<file path="src/cfgl_pkg.sv">
package cfgl_pkg;

    // Register byte offsets
    localparam logic [7:0] OFF_CTRL = 8'h00;
    localparam logic [7:0] OFF_PHASE = 8'h04;
    localparam logic [7:0] OFF_STATUS = 8'h08;
    localparam logic [7:0] OFF_LENGTH = 8'h0C;
    localparam logic [7:0] OFF_CCOUNT = 8'h10;

    // Bitstream layout
    localparam logic [3:0] PREAMBLE_CODE = 4'h2;
    localparam int LENGTH_BITS = 24;
    localparam int ERR_BITS = 4;
    localparam logic [3:0] ERR_FIELD_OK = 4'h6;
    localparam logic [8:0] RATE_BIT_POS = 9'h001;
    localparam int FRAME_BITS_DEF = 126;
    localparam int FRAME_COUNT_DEF = 428;
    localparam int EXPRESS_BYTES_DEF = 9884;

    // Start-up phases
    localparam logic [2:0] PH_DONE_DEF = 3'h1;
    localparam logic [2:0] PH_IO_DEF = 3'h2;
    localparam logic [2:0] PH_GRST_DEF = 3'h3;
    localparam logic [2:0] PH_FINISH = 3'h4;

    // Mode pin codes
    localparam logic [1:0] MODE_MASTER = 2'h0;
    localparam logic [1:0] MODE_SLAVE = 2'h1;
    localparam logic [1:0] MODE_EXPRESS = 2'h2;

    // Timing
    localparam int CLK_PERIOD_NS = 50;
    localparam int LCLK_SLOW_PERIOD_NS = 1600;
    localparam int LCLK_FAST_FACTOR = 8;
    localparam int LCLK_SLOW_HALF = LCLK_SLOW_PERIOD_NS / 2 / CLK_PERIOD_NS;
    localparam int LCLK_FAST_HALF = LCLK_SLOW_HALF / LCLK_FAST_FACTOR;
    localparam int MASTER_WAIT_US = 300;
    localparam int MASTER_WAIT_CYC = MASTER_WAIT_US * 1000 / CLK_PERIOD_NS;
    localparam int MODE_DLY_CYC = 2;
    localparam int CLEAR_PASS_CYC = 16;

    // Control register
    typedef struct packed {
        logic pullup_en;
        logic done_sync;
        logic user_clk_sel;
    } cfgl_ctrl_t;
    localparam cfgl_ctrl_t CTRL_RESET = '{pullup_en: 1'b1, done_sync: 1'b0, user_clk_sel: 1'b0};

    // Start-up event phases
    typedef struct packed {
        logic [2:0] grst_ph;
        logic [2:0] io_ph;
        logic [2:0] done_ph;
    } cfgl_phase_t;
    localparam cfgl_phase_t PHASE_RESET = '{grst_ph: PH_GRST_DEF, io_ph: PH_IO_DEF,
                                             done_ph: PH_DONE_DEF};

    // Pins from outside the clock domain
    typedef struct packed {
        logic program_n;
        logic init;
        logic done;
        logic lclk;
        logic usr_ck;
        logic din;
        logic [7:0] data_byte;
        logic [1:0] mode;
    } cfgl_pins_t;

    typedef enum logic [3:0] {
        ST_CLEAR = 4'h0,
        ST_FINAL_CLEAR = 4'h1,
        ST_WAIT_INIT = 4'h2,
        ST_MODE_DLY = 4'h3,
        ST_MASTER_WAIT = 4'h4,
        ST_PREAMBLE = 4'h5,
        ST_LENGTH = 4'h6,
        ST_FRAMES = 4'h7,
        ST_EXPRESS = 4'h8,
        ST_PASS = 4'h9,
        ST_PRIMITIVE_A = 4'hA,
        ST_FINISHED = 4'hB,
        ST_ERROR = 4'hC
    } cfgl_state_t;

endpackage : cfgl_pkg

</file>
<file path="src/cfgl_loader.sv">
`timescale 1ns/100ps

// Contract
// - Preamble 0010 then 24-bit length count
// - Four more clocks after length complete configuration
// - Serial out High after header forwarded
// - Express mode ignores length, serial out Low
// - Master slow clock until rate bit; eightfold
// - Frame error halts loading, init pulled Low
// - After own frames, pass data downstream again
// - Express mode: serial out High when programmed
// - Clear while program Low, once more after
// - Program Low forces init Low
// - Wait on external init, then capture mode
// - Master waits 300 us after init High
// - Start-up when memory full, count matches
// - Express start-up after full data quota
// - Three start-up events, selectable order
// - Start-up clock runs until finished state
// - Default: done, then io, then reset release
// - Start-up clock: config or user clock
// - Done open-drain, internal pull-up by default
// - Sync-to-done modes read done; express forced
// - Held-low done stalls start-up
// - Mode pins sampled two clocks after init
module cfgl_loader #(
    parameter int FRAME_BITS = cfgl_pkg::FRAME_BITS_DEF,
    parameter int FRAME_COUNT = cfgl_pkg::FRAME_COUNT_DEF,
    parameter int EXPRESS_BYTES = cfgl_pkg::EXPRESS_BYTES_DEF,
    parameter int MASTER_WAIT = cfgl_pkg::MASTER_WAIT_CYC
) (
    // Clock and reset
    input wire logic clk_sys,
    input wire logic reset_n,
    // APB slave
    input wire logic psel,
    input wire logic penable,
    input wire logic pwrite,
    input wire logic [7:0] paddr,
    input wire logic [31:0] pwdata,
    output logic [31:0] prdata,
    output logic pready,
    output logic pslverr,
    // Configuration pins
    input wire logic program_n,
    input wire logic [1:0] mode_pins,
    input wire logic data_in,
    input wire logic [7:0] data_byte,
    output logic data_out,
    // Configuration clock, driven when master
    input wire logic config_clock_i,
    output logic config_clock_o,
    output logic config_clock_oe,
    // User start-up clock net
    input wire logic user_primitive_a_clock,
    // Open-drain init and done
    input wire logic init_i,
    output logic init_o,
    output logic init_oe,
    input wire logic done_i,
    output logic done_o,
    output logic done_oe,
    output logic done_pullup,
    // Start-up events
    output logic io_active,
    output logic global_set_reset
);

    // Rising edge of a sampled level
    function automatic logic rose(input logic cur, input logic prev);
        rose = cur & ~prev;
    endfunction : rose

    cfgl_pkg::cfgl_pins_t pin_s1_ff, pin_s2_ff;
    logic lclk_d_ff, usr_ck_d_ff;
    cfgl_pkg::cfgl_state_t state_ff;
    cfgl_pkg::cfgl_ctrl_t ctrl_ff;
    cfgl_pkg::cfgl_phase_t phase_ff;
    logic [1:0] mode_ff;
    logic [12:0] wait_cnt_ff;
    logic [3:0] pre_sh_ff;
    logic [4:0] len_bit_ff;
    logic [23:0] length_ff;
    logic [31:0] ccount_ff;
    logic [8:0] fbit_ff;
    logic [10:0] frame_ff;
    logic [3:0] err_sh_ff;
    logic [13:0] byte_cnt_ff;
    logic fast_ff;
    logic frame_err_ff;
    logic [2:0] su_ph_ff;
    logic [4:0] div_cnt_ff;
    logic lclk_o_ff;
    logic div_rise;
    logic lclk_rise;
    logic su_tick;
    logic master;
    logic express;
    logic done_sync_eff;
    logic su_stall;
    logic [31:0] nxt_ccount;
    logic pready_ff, pslverr_ff;
    logic [31:0] prdata_ff;
    logic dout_ff, init_oe_ff, done_oe_ff, pullup_ff, io_ff, grst_ff;
    logic master_oe_ff;

    // Two-stage synchronisers for all outside pins
    always_ff @(posedge clk_sys) begin
        pin_s1_ff <= '{program_n: program_n, init: init_i, done: done_i,
                       lclk: config_clock_i, usr_ck: user_primitive_a_clock, din: data_in,
                       data_byte: data_byte, mode: mode_pins};
        pin_s2_ff <= pin_s1_ff;
        lclk_d_ff <= pin_s2_ff.lclk;
        usr_ck_d_ff <= pin_s2_ff.usr_ck;
    end

    assign master = (mode_ff == cfgl_pkg::MODE_MASTER);
    assign express = (mode_ff == cfgl_pkg::MODE_EXPRESS);
    assign done_sync_eff = ctrl_ff.done_sync | express;
    assign lclk_rise = master ? div_rise : rose(pin_s2_ff.lclk, lclk_d_ff);
    assign su_tick = ctrl_ff.user_clk_sel ? rose(pin_s2_ff.usr_ck, usr_ck_d_ff) :
                     lclk_rise;
    assign su_stall = done_sync_eff && (su_ph_ff >= phase_ff.done_ph) && !pin_s2_ff.done;
    assign nxt_ccount = ccount_ff + 32'h0000_0001;

    // Master clock divider, slow until the rate bit selects fast
    always_ff @(posedge clk_sys) begin
        if (!reset_n || !master || state_ff < cfgl_pkg::ST_PREAMBLE) begin
            div_cnt_ff <= 5'h00;
            lclk_o_ff <= 1'b0;
        end else if (div_cnt_ff == 5'(fast_ff ? cfgl_pkg::LCLK_FAST_HALF - 1
                                          : cfgl_pkg::LCLK_SLOW_HALF - 1)) begin
            div_cnt_ff <= 5'h00;
            lclk_o_ff <= ~lclk_o_ff;
        end else begin
            div_cnt_ff <= div_cnt_ff + 5'h01;
        end
    end
    assign div_rise = master && (state_ff >= cfgl_pkg::ST_PREAMBLE) && !lclk_o_ff &&
                      (div_cnt_ff == 5'(fast_ff ? cfgl_pkg::LCLK_FAST_HALF - 1
                                                : cfgl_pkg::LCLK_SLOW_HALF - 1));

    // Main configuration sequence
    always_ff @(posedge clk_sys) begin
        if (!reset_n || !pin_s2_ff.program_n) begin
            state_ff <= cfgl_pkg::ST_CLEAR;
            wait_cnt_ff <= 13'h0000;
        end else begin
            unique case (state_ff)
                cfgl_pkg::ST_CLEAR, cfgl_pkg::ST_FINAL_CLEAR: begin
                    // One clearing pass per clear state, two in all after program rises
                    if (wait_cnt_ff == 13'(cfgl_pkg::CLEAR_PASS_CYC - 1)) begin
                        wait_cnt_ff <= 13'h0000;
                        state_ff <= (state_ff == cfgl_pkg::ST_CLEAR) ?
                                    cfgl_pkg::ST_FINAL_CLEAR : cfgl_pkg::ST_WAIT_INIT;
                    end else begin
                        wait_cnt_ff <= wait_cnt_ff + 13'h0001;
                    end
                end
                cfgl_pkg::ST_WAIT_INIT: begin
                    if (pin_s2_ff.init) begin
                        state_ff <= cfgl_pkg::ST_MODE_DLY;
                    end
                end
                cfgl_pkg::ST_MODE_DLY: begin
                    if (wait_cnt_ff == 13'(cfgl_pkg::MODE_DLY_CYC - 1)) begin
                        wait_cnt_ff <= 13'h0000;
                        state_ff <= (pin_s2_ff.mode == cfgl_pkg::MODE_MASTER) ?
                                    cfgl_pkg::ST_MASTER_WAIT : cfgl_pkg::ST_PREAMBLE;
                    end else begin
                        wait_cnt_ff <= wait_cnt_ff + 13'h0001;
                    end
                end
                cfgl_pkg::ST_MASTER_WAIT: begin
                    if (wait_cnt_ff == 13'(MASTER_WAIT - 1)) begin
                        wait_cnt_ff <= 13'h0000;
                        state_ff <= cfgl_pkg::ST_PREAMBLE;
                    end else begin
                        wait_cnt_ff <= wait_cnt_ff + 13'h0001;
                    end
                end
                cfgl_pkg::ST_PREAMBLE: begin
                    if (lclk_rise && {pre_sh_ff[2:0], pin_s2_ff.din} == cfgl_pkg::PREAMBLE_CODE) begin
                        state_ff <= cfgl_pkg::ST_LENGTH;
                    end
                end
                cfgl_pkg::ST_LENGTH: begin
                    if (lclk_rise && len_bit_ff == 5'(cfgl_pkg::LENGTH_BITS - 1)) begin
                        state_ff <= express ? cfgl_pkg::ST_EXPRESS : cfgl_pkg::ST_FRAMES;
                    end
                end
                cfgl_pkg::ST_FRAMES: begin
                    if (lclk_rise && fbit_ff == 9'(FRAME_BITS - 1)) begin
                        if ({err_sh_ff[2:0], pin_s2_ff.din} != cfgl_pkg::ERR_FIELD_OK) begin
                            state_ff <= cfgl_pkg::ST_ERROR;
                        end else if (frame_ff == 11'(FRAME_COUNT - 1)) begin
                            state_ff <= cfgl_pkg::ST_PASS;
                        end
                    end
                end
                cfgl_pkg::ST_PASS: begin
                    if (lclk_rise && nxt_ccount == {8'h00, length_ff}) begin
                        state_ff <= cfgl_pkg::ST_PRIMITIVE_A;
                    end
                end
                cfgl_pkg::ST_EXPRESS: begin
                    if (lclk_rise && byte_cnt_ff == 14'(EXPRESS_BYTES - 1)) begin
                        state_ff <= cfgl_pkg::ST_PRIMITIVE_A;
                    end
                end
                cfgl_pkg::ST_PRIMITIVE_A: begin
                    if (su_tick && !su_stall && su_ph_ff == cfgl_pkg::PH_FINISH - 3'h1) begin
                        state_ff <= cfgl_pkg::ST_FINISHED;
                    end
                end
                cfgl_pkg::ST_FINISHED, cfgl_pkg::ST_ERROR: begin
                    state_ff <= state_ff;
                end
                default: begin
                    state_ff <= cfgl_pkg::ST_CLEAR;
                end
            endcase
        end
    end

    // Mode capture two clocks after init is seen High
    always_ff @(posedge clk_sys) begin
        if (!reset_n) begin
            mode_ff <= cfgl_pkg::MODE_SLAVE;
        end else if (state_ff == cfgl_pkg::ST_MODE_DLY &&
                     wait_cnt_ff == 13'(cfgl_pkg::MODE_DLY_CYC - 1)) begin
            mode_ff <= pin_s2_ff.mode;
        end
    end

    // Header shift: preamble detect and length count capture
    always_ff @(posedge clk_sys) begin
        if (!reset_n || state_ff < cfgl_pkg::ST_PREAMBLE) begin
            pre_sh_ff <= 4'hF;
            len_bit_ff <= 5'h00;
            length_ff <= 24'h00_0000;
        end else if (lclk_rise && state_ff == cfgl_pkg::ST_PREAMBLE) begin
            pre_sh_ff <= {pre_sh_ff[2:0], pin_s2_ff.din};
        end else if (lclk_rise && state_ff == cfgl_pkg::ST_LENGTH) begin
            length_ff <= {length_ff[22:0], pin_s2_ff.din};
            len_bit_ff <= len_bit_ff + 5'h01;
        end
    end

    // Configuration clock count for the length compare
    always_ff @(posedge clk_sys) begin
        if (!reset_n || state_ff < cfgl_pkg::ST_PREAMBLE) begin
            ccount_ff <= 32'h0000_0000;
        end else if (lclk_rise && state_ff < cfgl_pkg::ST_PRIMITIVE_A) begin
            ccount_ff <= nxt_ccount;
        end
    end

    // Frame bit and frame counters, error field, rate bit
    always_ff @(posedge clk_sys) begin
        if (!reset_n || state_ff < cfgl_pkg::ST_PREAMBLE) begin
            fbit_ff <= 9'h000;
            frame_ff <= 11'h000;
            err_sh_ff <= 4'h0;
            fast_ff <= 1'b0;
        end else if (lclk_rise && state_ff == cfgl_pkg::ST_FRAMES) begin
            err_sh_ff <= {err_sh_ff[2:0], pin_s2_ff.din};
            if (fbit_ff == 9'h000 && pin_s2_ff.din) begin
                fbit_ff <= 9'h000; // Leading dummy ones before the start bit
            end else if (fbit_ff == 9'(FRAME_BITS - 1)) begin
                fbit_ff <= 9'h000;
                frame_ff <= frame_ff + 11'h001;
            end else begin
                fbit_ff <= fbit_ff + 9'h001;
            end
            if (master && frame_ff == 11'h000 && fbit_ff == cfgl_pkg::RATE_BIT_POS &&
                pin_s2_ff.din) begin
                fast_ff <= 1'b1;
            end
        end
    end

    // Express byte counter
    always_ff @(posedge clk_sys) begin
        if (!reset_n || state_ff < cfgl_pkg::ST_PREAMBLE) begin
            byte_cnt_ff <= 14'h0000;
        end else if (lclk_rise && state_ff == cfgl_pkg::ST_EXPRESS) begin
            byte_cnt_ff <= byte_cnt_ff + 14'h0001;
        end
    end

    // Start-up phase counter, one phase per start-up clock edge
    always_ff @(posedge clk_sys) begin
        if (!reset_n || state_ff < cfgl_pkg::ST_PRIMITIVE_A || state_ff == cfgl_pkg::ST_ERROR) begin
            su_ph_ff <= 3'h0;
        end else if (state_ff == cfgl_pkg::ST_PRIMITIVE_A && su_tick && !su_stall) begin
            su_ph_ff <= su_ph_ff + 3'h1;
        end
    end

    // Start-up events at their selected phases
    always_ff @(posedge clk_sys) begin
        if (!reset_n || state_ff < cfgl_pkg::ST_PRIMITIVE_A || state_ff == cfgl_pkg::ST_ERROR) begin
            done_oe_ff <= 1'b1;
            io_ff <= 1'b0;
            grst_ff <= 1'b1;
        end else begin
            done_oe_ff <= !(su_ph_ff >= phase_ff.done_ph);
            io_ff <= (su_ph_ff >= phase_ff.io_ph);
            grst_ff <= !(su_ph_ff >= phase_ff.grst_ph);
        end
    end

    // Init pin: Low during clear, program Low and error
    always_ff @(posedge clk_sys) begin
        if (!reset_n) begin
            init_oe_ff <= 1'b1;
        end else begin
            init_oe_ff <= !pin_s2_ff.program_n || state_ff == cfgl_pkg::ST_CLEAR ||
                          state_ff == cfgl_pkg::ST_FINAL_CLEAR ||
                          state_ff == cfgl_pkg::ST_ERROR;
        end
    end

    // Serial data output to the next chained device
    always_ff @(posedge clk_sys) begin
        if (!reset_n) begin
            dout_ff <= 1'b1;
        end else begin
            unique case (state_ff)
                cfgl_pkg::ST_PREAMBLE, cfgl_pkg::ST_LENGTH: begin
                    dout_ff <= express ? 1'b0 : pin_s2_ff.din;
                end
                cfgl_pkg::ST_FRAMES: begin
                    dout_ff <= 1'b1;
                end
                cfgl_pkg::ST_PASS: begin
                    dout_ff <= pin_s2_ff.din;
                end
                cfgl_pkg::ST_EXPRESS: begin
                    dout_ff <= 1'b0;
                end
                cfgl_pkg::ST_PRIMITIVE_A, cfgl_pkg::ST_FINISHED: begin
                    dout_ff <= express ? 1'b1 : pin_s2_ff.din;
                end
                default: begin
                    dout_ff <= 1'b1;
                end
            endcase
        end
    end

    // Pull-up enable follows the control register
    always_ff @(posedge clk_sys) begin
        if (!reset_n) begin
            pullup_ff <= 1'b1;
        end else begin
            pullup_ff <= ctrl_ff.pullup_en;
        end
    end

    // APB: access phase answered one cycle after it starts
    always_ff @(posedge clk_sys) begin
        if (!reset_n) begin
            pready_ff <= 1'b0;
            pslverr_ff <= 1'b0;
            prdata_ff <= 32'h0000_0000;
        end else if (psel && penable && !pready_ff) begin
            pready_ff <= 1'b1;
            pslverr_ff <= 1'b0;
            prdata_ff <= 32'h0000_0000;
            unique case (paddr)
                cfgl_pkg::OFF_CTRL: prdata_ff <= {29'h0, ctrl_ff};
                cfgl_pkg::OFF_PHASE: prdata_ff <= {23'h0, phase_ff};
                cfgl_pkg::OFF_STATUS: prdata_ff <= {22'h0, !pin_s2_ff.done, io_ff, grst_ff,
                                                    fast_ff, mode_ff, state_ff};
                cfgl_pkg::OFF_LENGTH: prdata_ff <= {8'h00, length_ff};
                cfgl_pkg::OFF_CCOUNT: prdata_ff <= ccount_ff;
                default: pslverr_ff <= 1'b1;
            endcase
        end else begin
            pready_ff <= 1'b0;
            pslverr_ff <= 1'b0;
        end
    end

    // Register writes at the completing edge
    always_ff @(posedge clk_sys) begin
        if (!reset_n) begin
            ctrl_ff <= cfgl_pkg::CTRL_RESET;
            phase_ff <= cfgl_pkg::PHASE_RESET;
        end else if (psel && penable && pready_ff && pwrite) begin
            if (paddr == cfgl_pkg::OFF_CTRL) begin
                ctrl_ff <= pwdata[2:0];
            end
            if (paddr == cfgl_pkg::OFF_PHASE) begin
                phase_ff <= pwdata[8:0];
            end
        end
    end

    assign prdata = prdata_ff;
    assign pready = pready_ff;
    assign pslverr = pslverr_ff;
    assign data_out = dout_ff;
    assign config_clock_o = lclk_o_ff;
    assign config_clock_oe = master_oe_ff;
    assign init_o = 1'b0;
    assign init_oe = init_oe_ff;
    assign done_o = 1'b0;
    assign done_oe = done_oe_ff;
    assign done_pullup = pullup_ff;
    assign io_active = io_ff;
    assign global_set_reset = grst_ff;

    // Clock pin driven only by a master
    always_ff @(posedge clk_sys) begin
        if (!reset_n) begin
            master_oe_ff <= 1'b0;
        end else begin
            master_oe_ff <= master && state_ff >= cfgl_pkg::ST_PREAMBLE;
        end
    end

endmodule : cfgl_loader

</file>
<file path="config.mk">
export PLATFORM = sky130hd
export DESIGN_NAME = cfgl_loader
export DESIGN_NICKNAME = d
export VERILOG_FILES = /design/src/cfgl_pkg.sv /design/src/cfgl_loader.sv
export SDC_FILE = /design/constraint.sdc
export NUM_CORES = 1
export LEC_CHECK = 0
export BUFFER_PORTS_ARGS = -buffer_cell sky130_fd_sc_hd__buf_2
export CAP_MARGIN = 15
export CORE_MARGIN = 3
export CORE_UTILIZATION = 51
export DETAILED_ROUTE_END_ITERATION = 6
export PLACE_DENSITY = 0.78
export SETUP_SLACK_MARGIN = 0.3
export SLEW_MARGIN = 20
export SYNTH_ARGS = -nofsm -noshare
export SYNTH_HDL_FRONTEND = slang
export SYNTH_SLANG_ARGS = --single-unit
</file>
<file path="constraint.sdc">
create_clock -name clk_sys -period 3.55 [get_ports clk_sys]
set_clock_uncertainty 0.05 [all_clocks]
set_input_delay 0.355 -clock clk_sys [delete_from_list [all_inputs] [get_ports clk_sys]]
set_output_delay 0.355 -clock clk_sys [all_outputs]
set_load 0.005 [all_outputs]
</file>
# Word level (Yosys, flattened, before mapping)
# Cells that the tools add are included.
[totals]
regBits = 201
inputBits = 61
out_inout_bits = 44
elab_cells = 208
[op_classes]
add_sub_neg = 8
order_cmp = 6
eq_ne = 41
muxes = 31
bitwise = 9
reduce_logical = 66
[ops]
columns = ["cell", "count"]
rows = [
  ["$pmux 32 s5", 1],
  ["$mux 4", 14],
  ["$pmux 4 s11", 1],
  ["$mux 13", 3],
  ["$pmux 13 s3", 1],
  ["$add 32x1->32 const B", 1],
  ["$eq 32x24->1", 1],
  ["$logic_and 1x1->1", 28],
  ["$eq 4x4->1 const B", 5],
  ["$ne 2x2->1 const B", 10],
  ["$mux 9", 2],
  ["$eq 4x3->1 const B", 4],
  ["$eq 8x4->1 const B", 2],
  ["$add 14x1->14 const B", 1],
  ["$eq 14x14->1 const B", 1],
  ["$add 13x1->13 const B", 1],
  ["$eq 13x1->1 const B", 1],
  ["$eq 13x13->1 const B", 1],
  ["$eq 13x4->1 const B", 1],
  ["$eq 4x2->1 const B", 3],
  ["$reduce_and 12->1", 1],
  ["$add 11x1->11 const B", 1],
  ["$eq 11x9->1 const B", 1],
  ["$logic_not 11->1", 1],
  ["35 further kinds", 75],
]

# Longest topological paths before layout
[logic_depth]
word_depth = 10
ltp_mapped = 11
mapped_depth_nobuf = 10

# Worst setup path before layout
# OpenSTA, ideal clock, no wires.
[synth_timing]
kind = "register to register"
startpoint = "register ccount_ff[0]"
endpoint = "register state_ff[0]"
setup_time_ns = 0.139
t_arrival_ns = 2.514
required_time_ns = 3.361
slack_ns = 0.847
path_stages_with_launch = 10
n_path_buf = 1
period_less_slack_ns = 2.703
cell_sequence = "dfxtp_1 > ha_1 > clkbuf_1 > nand3_1 > or4_1 > o31a_1 > o41ai_1 > o22ai_1 > o31ai_1 > a221oi_1"
[synth_between]
elab_chain_cells = 5
[synth_lines]
columns = ["element", "line_no", "rtl"]
rows = [
  ["start: declaration", "cfgl_loader.sv:84", "logic [31:0] ccount_ff;"],
  ["start signal: assignment", "cfgl_loader.sv:255", "ccount_ff <= nxt_ccount;"],
  ["$add 32x1->32", "cfgl_loader.sv:124", "assign nxt_ccount = ccount_ff + 32'h0000_0001;"],
  ["$eq 32x24->1", "cfgl_loader.sv:202", "if (lclk_rise && nxt_ccount == {8'h00, length_ff}) begin"],
  ["$logic_and 1x1->1", "cfgl_loader.sv:202", ""],
  ["$ne 2x2->1 (no source line)", "n/a", ""],
  ["$reduce_and 12->1 (no source line)", "n/a", ""],
  ["end signal: assignment", "cfgl_loader.sv:203", "state_ff <= cfgl_pkg::ST_PRIMITIVE_A;"],
  ["end signal: assignment", "cfgl_loader.sv:208", "state_ff <= cfgl_pkg::ST_PRIMITIVE_A;"],
  ["end signal: assignment", "cfgl_loader.sv:213", "state_ff <= cfgl_pkg::ST_FINISHED;"],
  ["end: declaration", "cfgl_loader.sv:76", "cfgl_pkg::cfgl_state_t state_ff;"],
]
# No other way between the ends.
# A chain may end at the register's enable or synchronous reset.

# Worst setup path in the final report
[layout_timing]
startpoint = "register ccount_ff[0]"
endpoint = "register state_ff[1]"
# The elaborated chain is that of the path after synthesis.

==> impl_metrics.env <==
export IMPL_p_leak_nw=3.98
export IMPL_required_time_of_the_critical_path_ps=3900
export IMPL_tightest_slew_ps=861
export IMPL_dr_pass1_iters=6
export IMPL_maxSlewHeadroom_pct=41.8
export IMPL_core_area_um2=19100
export IMPL_maxCapViolations=0
export IMPL_f_max_mhz=329
export IMPL_worstSetupStartpoint="ccount_ff[0]"
export IMPL_port_buffers=71
export IMPL_final_setup_viol_count=0
export IMPL_number_of_placed_instances_with_taps_included=1497
export IMPL_min_path_cells=3
export IMPL_max_transition_viols_final=0
export IMPL_detail_route_iter0_violations=765
export IMPL_cts_num_sinks=201
export IMPL_drive_above_1_share_pct=11.8
export IMPL_synth_async_reset_ratio_pct=0
export IMPL_route_vias_total=9019
export IMPL_final_cell_mix="201 x sky130_fd_sc_hd__dfxtp_1, 160 x sky130_fd_sc_hd__nand2_1, 140 x sky130_fd_sc_hd__nor2_1"
export IMPL_unrepaired_setup_endpoints_after_global_routing="no"
export IMPL_clock_path_buffers=3
export IMPL_timing_final_hold_violations=0
export IMPL_groute_usage_overall_pct=22.3
export IMPL_nets=1352
export IMPL_wirelength_um=24700
export IMPL_post_route_period_util_pct=85.6
export IMPL_route_antenna_remaining_nets=0
export IMPL_path_clk_slew_ps=60
export IMPL_synth_edff_count=0
export IMPL_die_height_um=147
export IMPL_timing_critical_path_from_type="flip-flop"
export IMPL_die_x_um=147
export IMPL_grt_pass1_wl_um=41200
export IMPL_tritoncts="yes"
export IMPL_dpl_hpwl_um=17200
export IMPL_timing_final_crit_period_ps=3040
export IMPL_layout_commonest_cell="sky130_fd_sc_hd__dfxtp_1"
export IMPL_r2r_worst_path_cells=9
export IMPL_syn_inst=1230
export IMPL_reg_to_reg_endpoint="state_ff[1]"
export IMPL_globalplace_congestion=0.983
export IMPL_ys_flop_type="sky130_fd_sc_hd__dfxtp_1"
export IMPL_pin_count_of_the_biggest_net_entering_global_routing=41
export IMPL_post_layout_nonfiller_instances=1542
export IMPL_worst_min_delay_path_startpoint="pwdata[7]"
export IMPL_design_portCount=105
export IMPL_crit_type="reg -> reg"
export IMPL_avgSynthCellArea_um2=8.22
export IMPL_vdd_ir_drop_worst_mv=0.374
export IMPL_syn_area_um2=10100
export IMPL_setup_tns_final_ps=0
export IMPL_seq_area_frac_synth_pct=39.8
export IMPL_crit_fanout=8
export IMPL_setup_reg_to_reg_worst_slack_ps=510
export IMPL_hp_class="in -> reg"
export IMPL_first_global_vias=8353
export IMPL_initial_utilization_pct=53.0
export IMPL_rows=50
export IMPL_drcViolationCount=0
export IMPL_insertion_delay_ps=520
export IMPL_r2r_start="ccount_ff[0]"
export IMPL_postSynthRegisterBits=201
export IMPL_cts_max_level=1
export IMPL_post_synth_num_cell_types=76
export IMPL_grt_antenna_before_repair=0
export IMPL_min_to="phase_ff[7]"
export IMPL_via_per_inst=5.85
export IMPL_powerDensity_nw_per_um2=405
export IMPL_yosys_warnings=0
export IMPL_cts_bufs_inserted=22
export IMPL_grt_overflow=0
export IMPL_run_status="finished, final reports clean"
export IMPL_clockRootBuffer="sky130_fd_sc_hd__clkbuf_16"
export IMPL_cp_endpoint_kind="flip-flop"
export IMPL_wl_per_cell_um=16.0
export IMPL_antennaDiodeCount=0
export IMPL_die_area_um2=21600
export IMPL_crit_path_dat_ps=3390
export IMPL_synthToLayoutAreaGrowth_pct=12.6
## cells by family (layout without fill, tap and decap cells)
kind of cell / Yosys count / after routing / share of synthesized area, %
simple gates: 577 / 577 / 29.0
compound gates: 204 / 204 / 13.3
flops: 201 / 201 / 39.8
buf+inv: 108 / 159 / 4.45
xor+xnor: 97 / 97 / 8.54
fa+ha+maj: 22 / 22 / 2.72
mux: 20 / 20 / 2.15
other cells: 1 / 2 / 0.0371
## worst max-delay path, stage by stage (launching register included)
cell and delay [ps]:
sky130_fd_sc_hd__dfxtp_1 520, sky130_fd_sc_hd__ha_2 340, sky130_fd_sc_hd__nand3_1 130, sky130_fd_sc_hd__or4_1 620
sky130_fd_sc_hd__o31a_1 340, sky130_fd_sc_hd__a21oi_1 150, sky130_fd_sc_hd__nor3b_1 80, sky130_fd_sc_hd__o22ai_1 250
sky130_fd_sc_hd__nor4_1 90, sky130_fd_sc_hd__a311o_1 340
## synthesized netlist by cell type (7+ instances only)
library cell	n	share of area (%)
sky130_fd_sc_hd__buf_4	7	0.52
sky130_fd_sc_hd__clkbuf_1	65	2.4
sky130_fd_sc_hd__a311oi_1	7	0.61
sky130_fd_sc_hd__nor4_1	12	0.74
sky130_fd_sc_hd__ha_1	22	2.7
sky130_fd_sc_hd__nand2_1	160	5.9
sky130_fd_sc_hd__o21ai_0	29	1.4
sky130_fd_sc_hd__mux2i_1	18	1.8
sky130_fd_sc_hd__nor2b_1	27	1.7
sky130_fd_sc_hd__nand3_1	53	2.6
sky130_fd_sc_hd__inv_1	23	0.85
sky130_fd_sc_hd__nand2b_1	13	0.80
sky130_fd_sc_hd__a21oi_1	81	4.0
sky130_fd_sc_hd__xnor2_1	46	4.0
sky130_fd_sc_hd__and2_1	10	0.62
sky130_fd_sc_hd__dfxtp_1	201	40
sky130_fd_sc_hd__xor2_1	50	4.3
sky130_fd_sc_hd__and3_1	21	1.3
sky130_fd_sc_hd__a21boi_0	8	0.59
sky130_fd_sc_hd__a221oi_1	18	1.6
sky130_fd_sc_hd__nand4_1	33	2.0
sky130_fd_sc_hd__buf_2	9	0.45
sky130_fd_sc_hd__nor2_1	141	5.2
sky130_fd_sc_hd__nor3_1	26	1.3
sky130_fd_sc_hd__nor3b_1	15	1.1
sky130_fd_sc_hd__a222oi_1	7	0.69
sky130_fd_sc_hd__or3_1	14	0.87
## sequential cells by signal, summed over array words and instances, names as in the netlist, 9 cells and up
register and flops:
prdata 32, length_ff 24, fbit_ff 9, phase_ff 9, byte_cnt_ff 14, wait_cnt_ff 13
frame_ff 11, ccount_ff 32
## area by class of cell
| class | instances | area [um^2] |
|---|---|---|
| fill | 1685 | 7690 |
| multi-input combinational | 922 | 5670 |
| inverter | 23 | 86.3 |
| tap | 260 | 325 |
| clock buffer | 33 | 632 |
| sequential | 201 | 4020 |
| timing repair buffer | 99 | 598 |
| clock inverter | 4 | 58.8 |
## worst max path at each step
| stage | end | slack, ps | cells after the start |
|---|---|---|---|
| floorplan | state_ff[0] | 850 | 9 |
| global placement | len_bit_ff[3] | 570 | 8 |
| detailed placement | len_bit_ff[3] | 490 | 8 |
| CTS | len_bit_ff[3] | 450 | 8 |
| global route | state_ff[1] | 320 | 9 |
| finish | state_ff[1] | 510 | 9 |
## metal layers
layer  track usage [%]  part of all wire (%)  wire [um]  up-vias
met3              3.95                   7.3       1790       43
met2              35.0                    45      11000      332
li1                  -                     -          -     4373
met1              31.6                    46      11400     4271
met4              6.21                   2.0        505        0
met5                 0                     0          0        -
## report_power, final
part / total (mW) / internal, mW / switching (mW)
clock: 2.19 / 1.30 / 0.895
combinational: 0.128 / 0.0570 / 0.0706
sequential: 2.29 / 2.28 / 0.0133
total: 4.62 / 3.64 / 0.979
## stage by stage
stage | worst slack (ps) | area, um^2 | hold WS (ps) | power (mW) | util [%]
floorplan | 847 | 10100 | 260 | 2.41 | -
global placement | 567 | 10600 | 261 | 2.46 | 55.6
detailed placement | 487 | 10600 | 262 | 2.46 | 55.6
CTS | 454 | 11400 | 5.74 | 4.65 | 59.6
global route | 324 | 11400 | 18.3 | 4.76 | 59.7
finish | 511 | 11400 | 17.6 | 4.62 | 59.7
## repair_timing
action / in CTS / in global routing
setup endpoints to repair: 0 / 2
gates resized for setup: 0 / 3
hold buffers: 8 / 0
endpoints found under the hold margin: 8 / 0
setup buffers: 0 / 0
No activity file was read; power rests on OpenSTA's default activity.
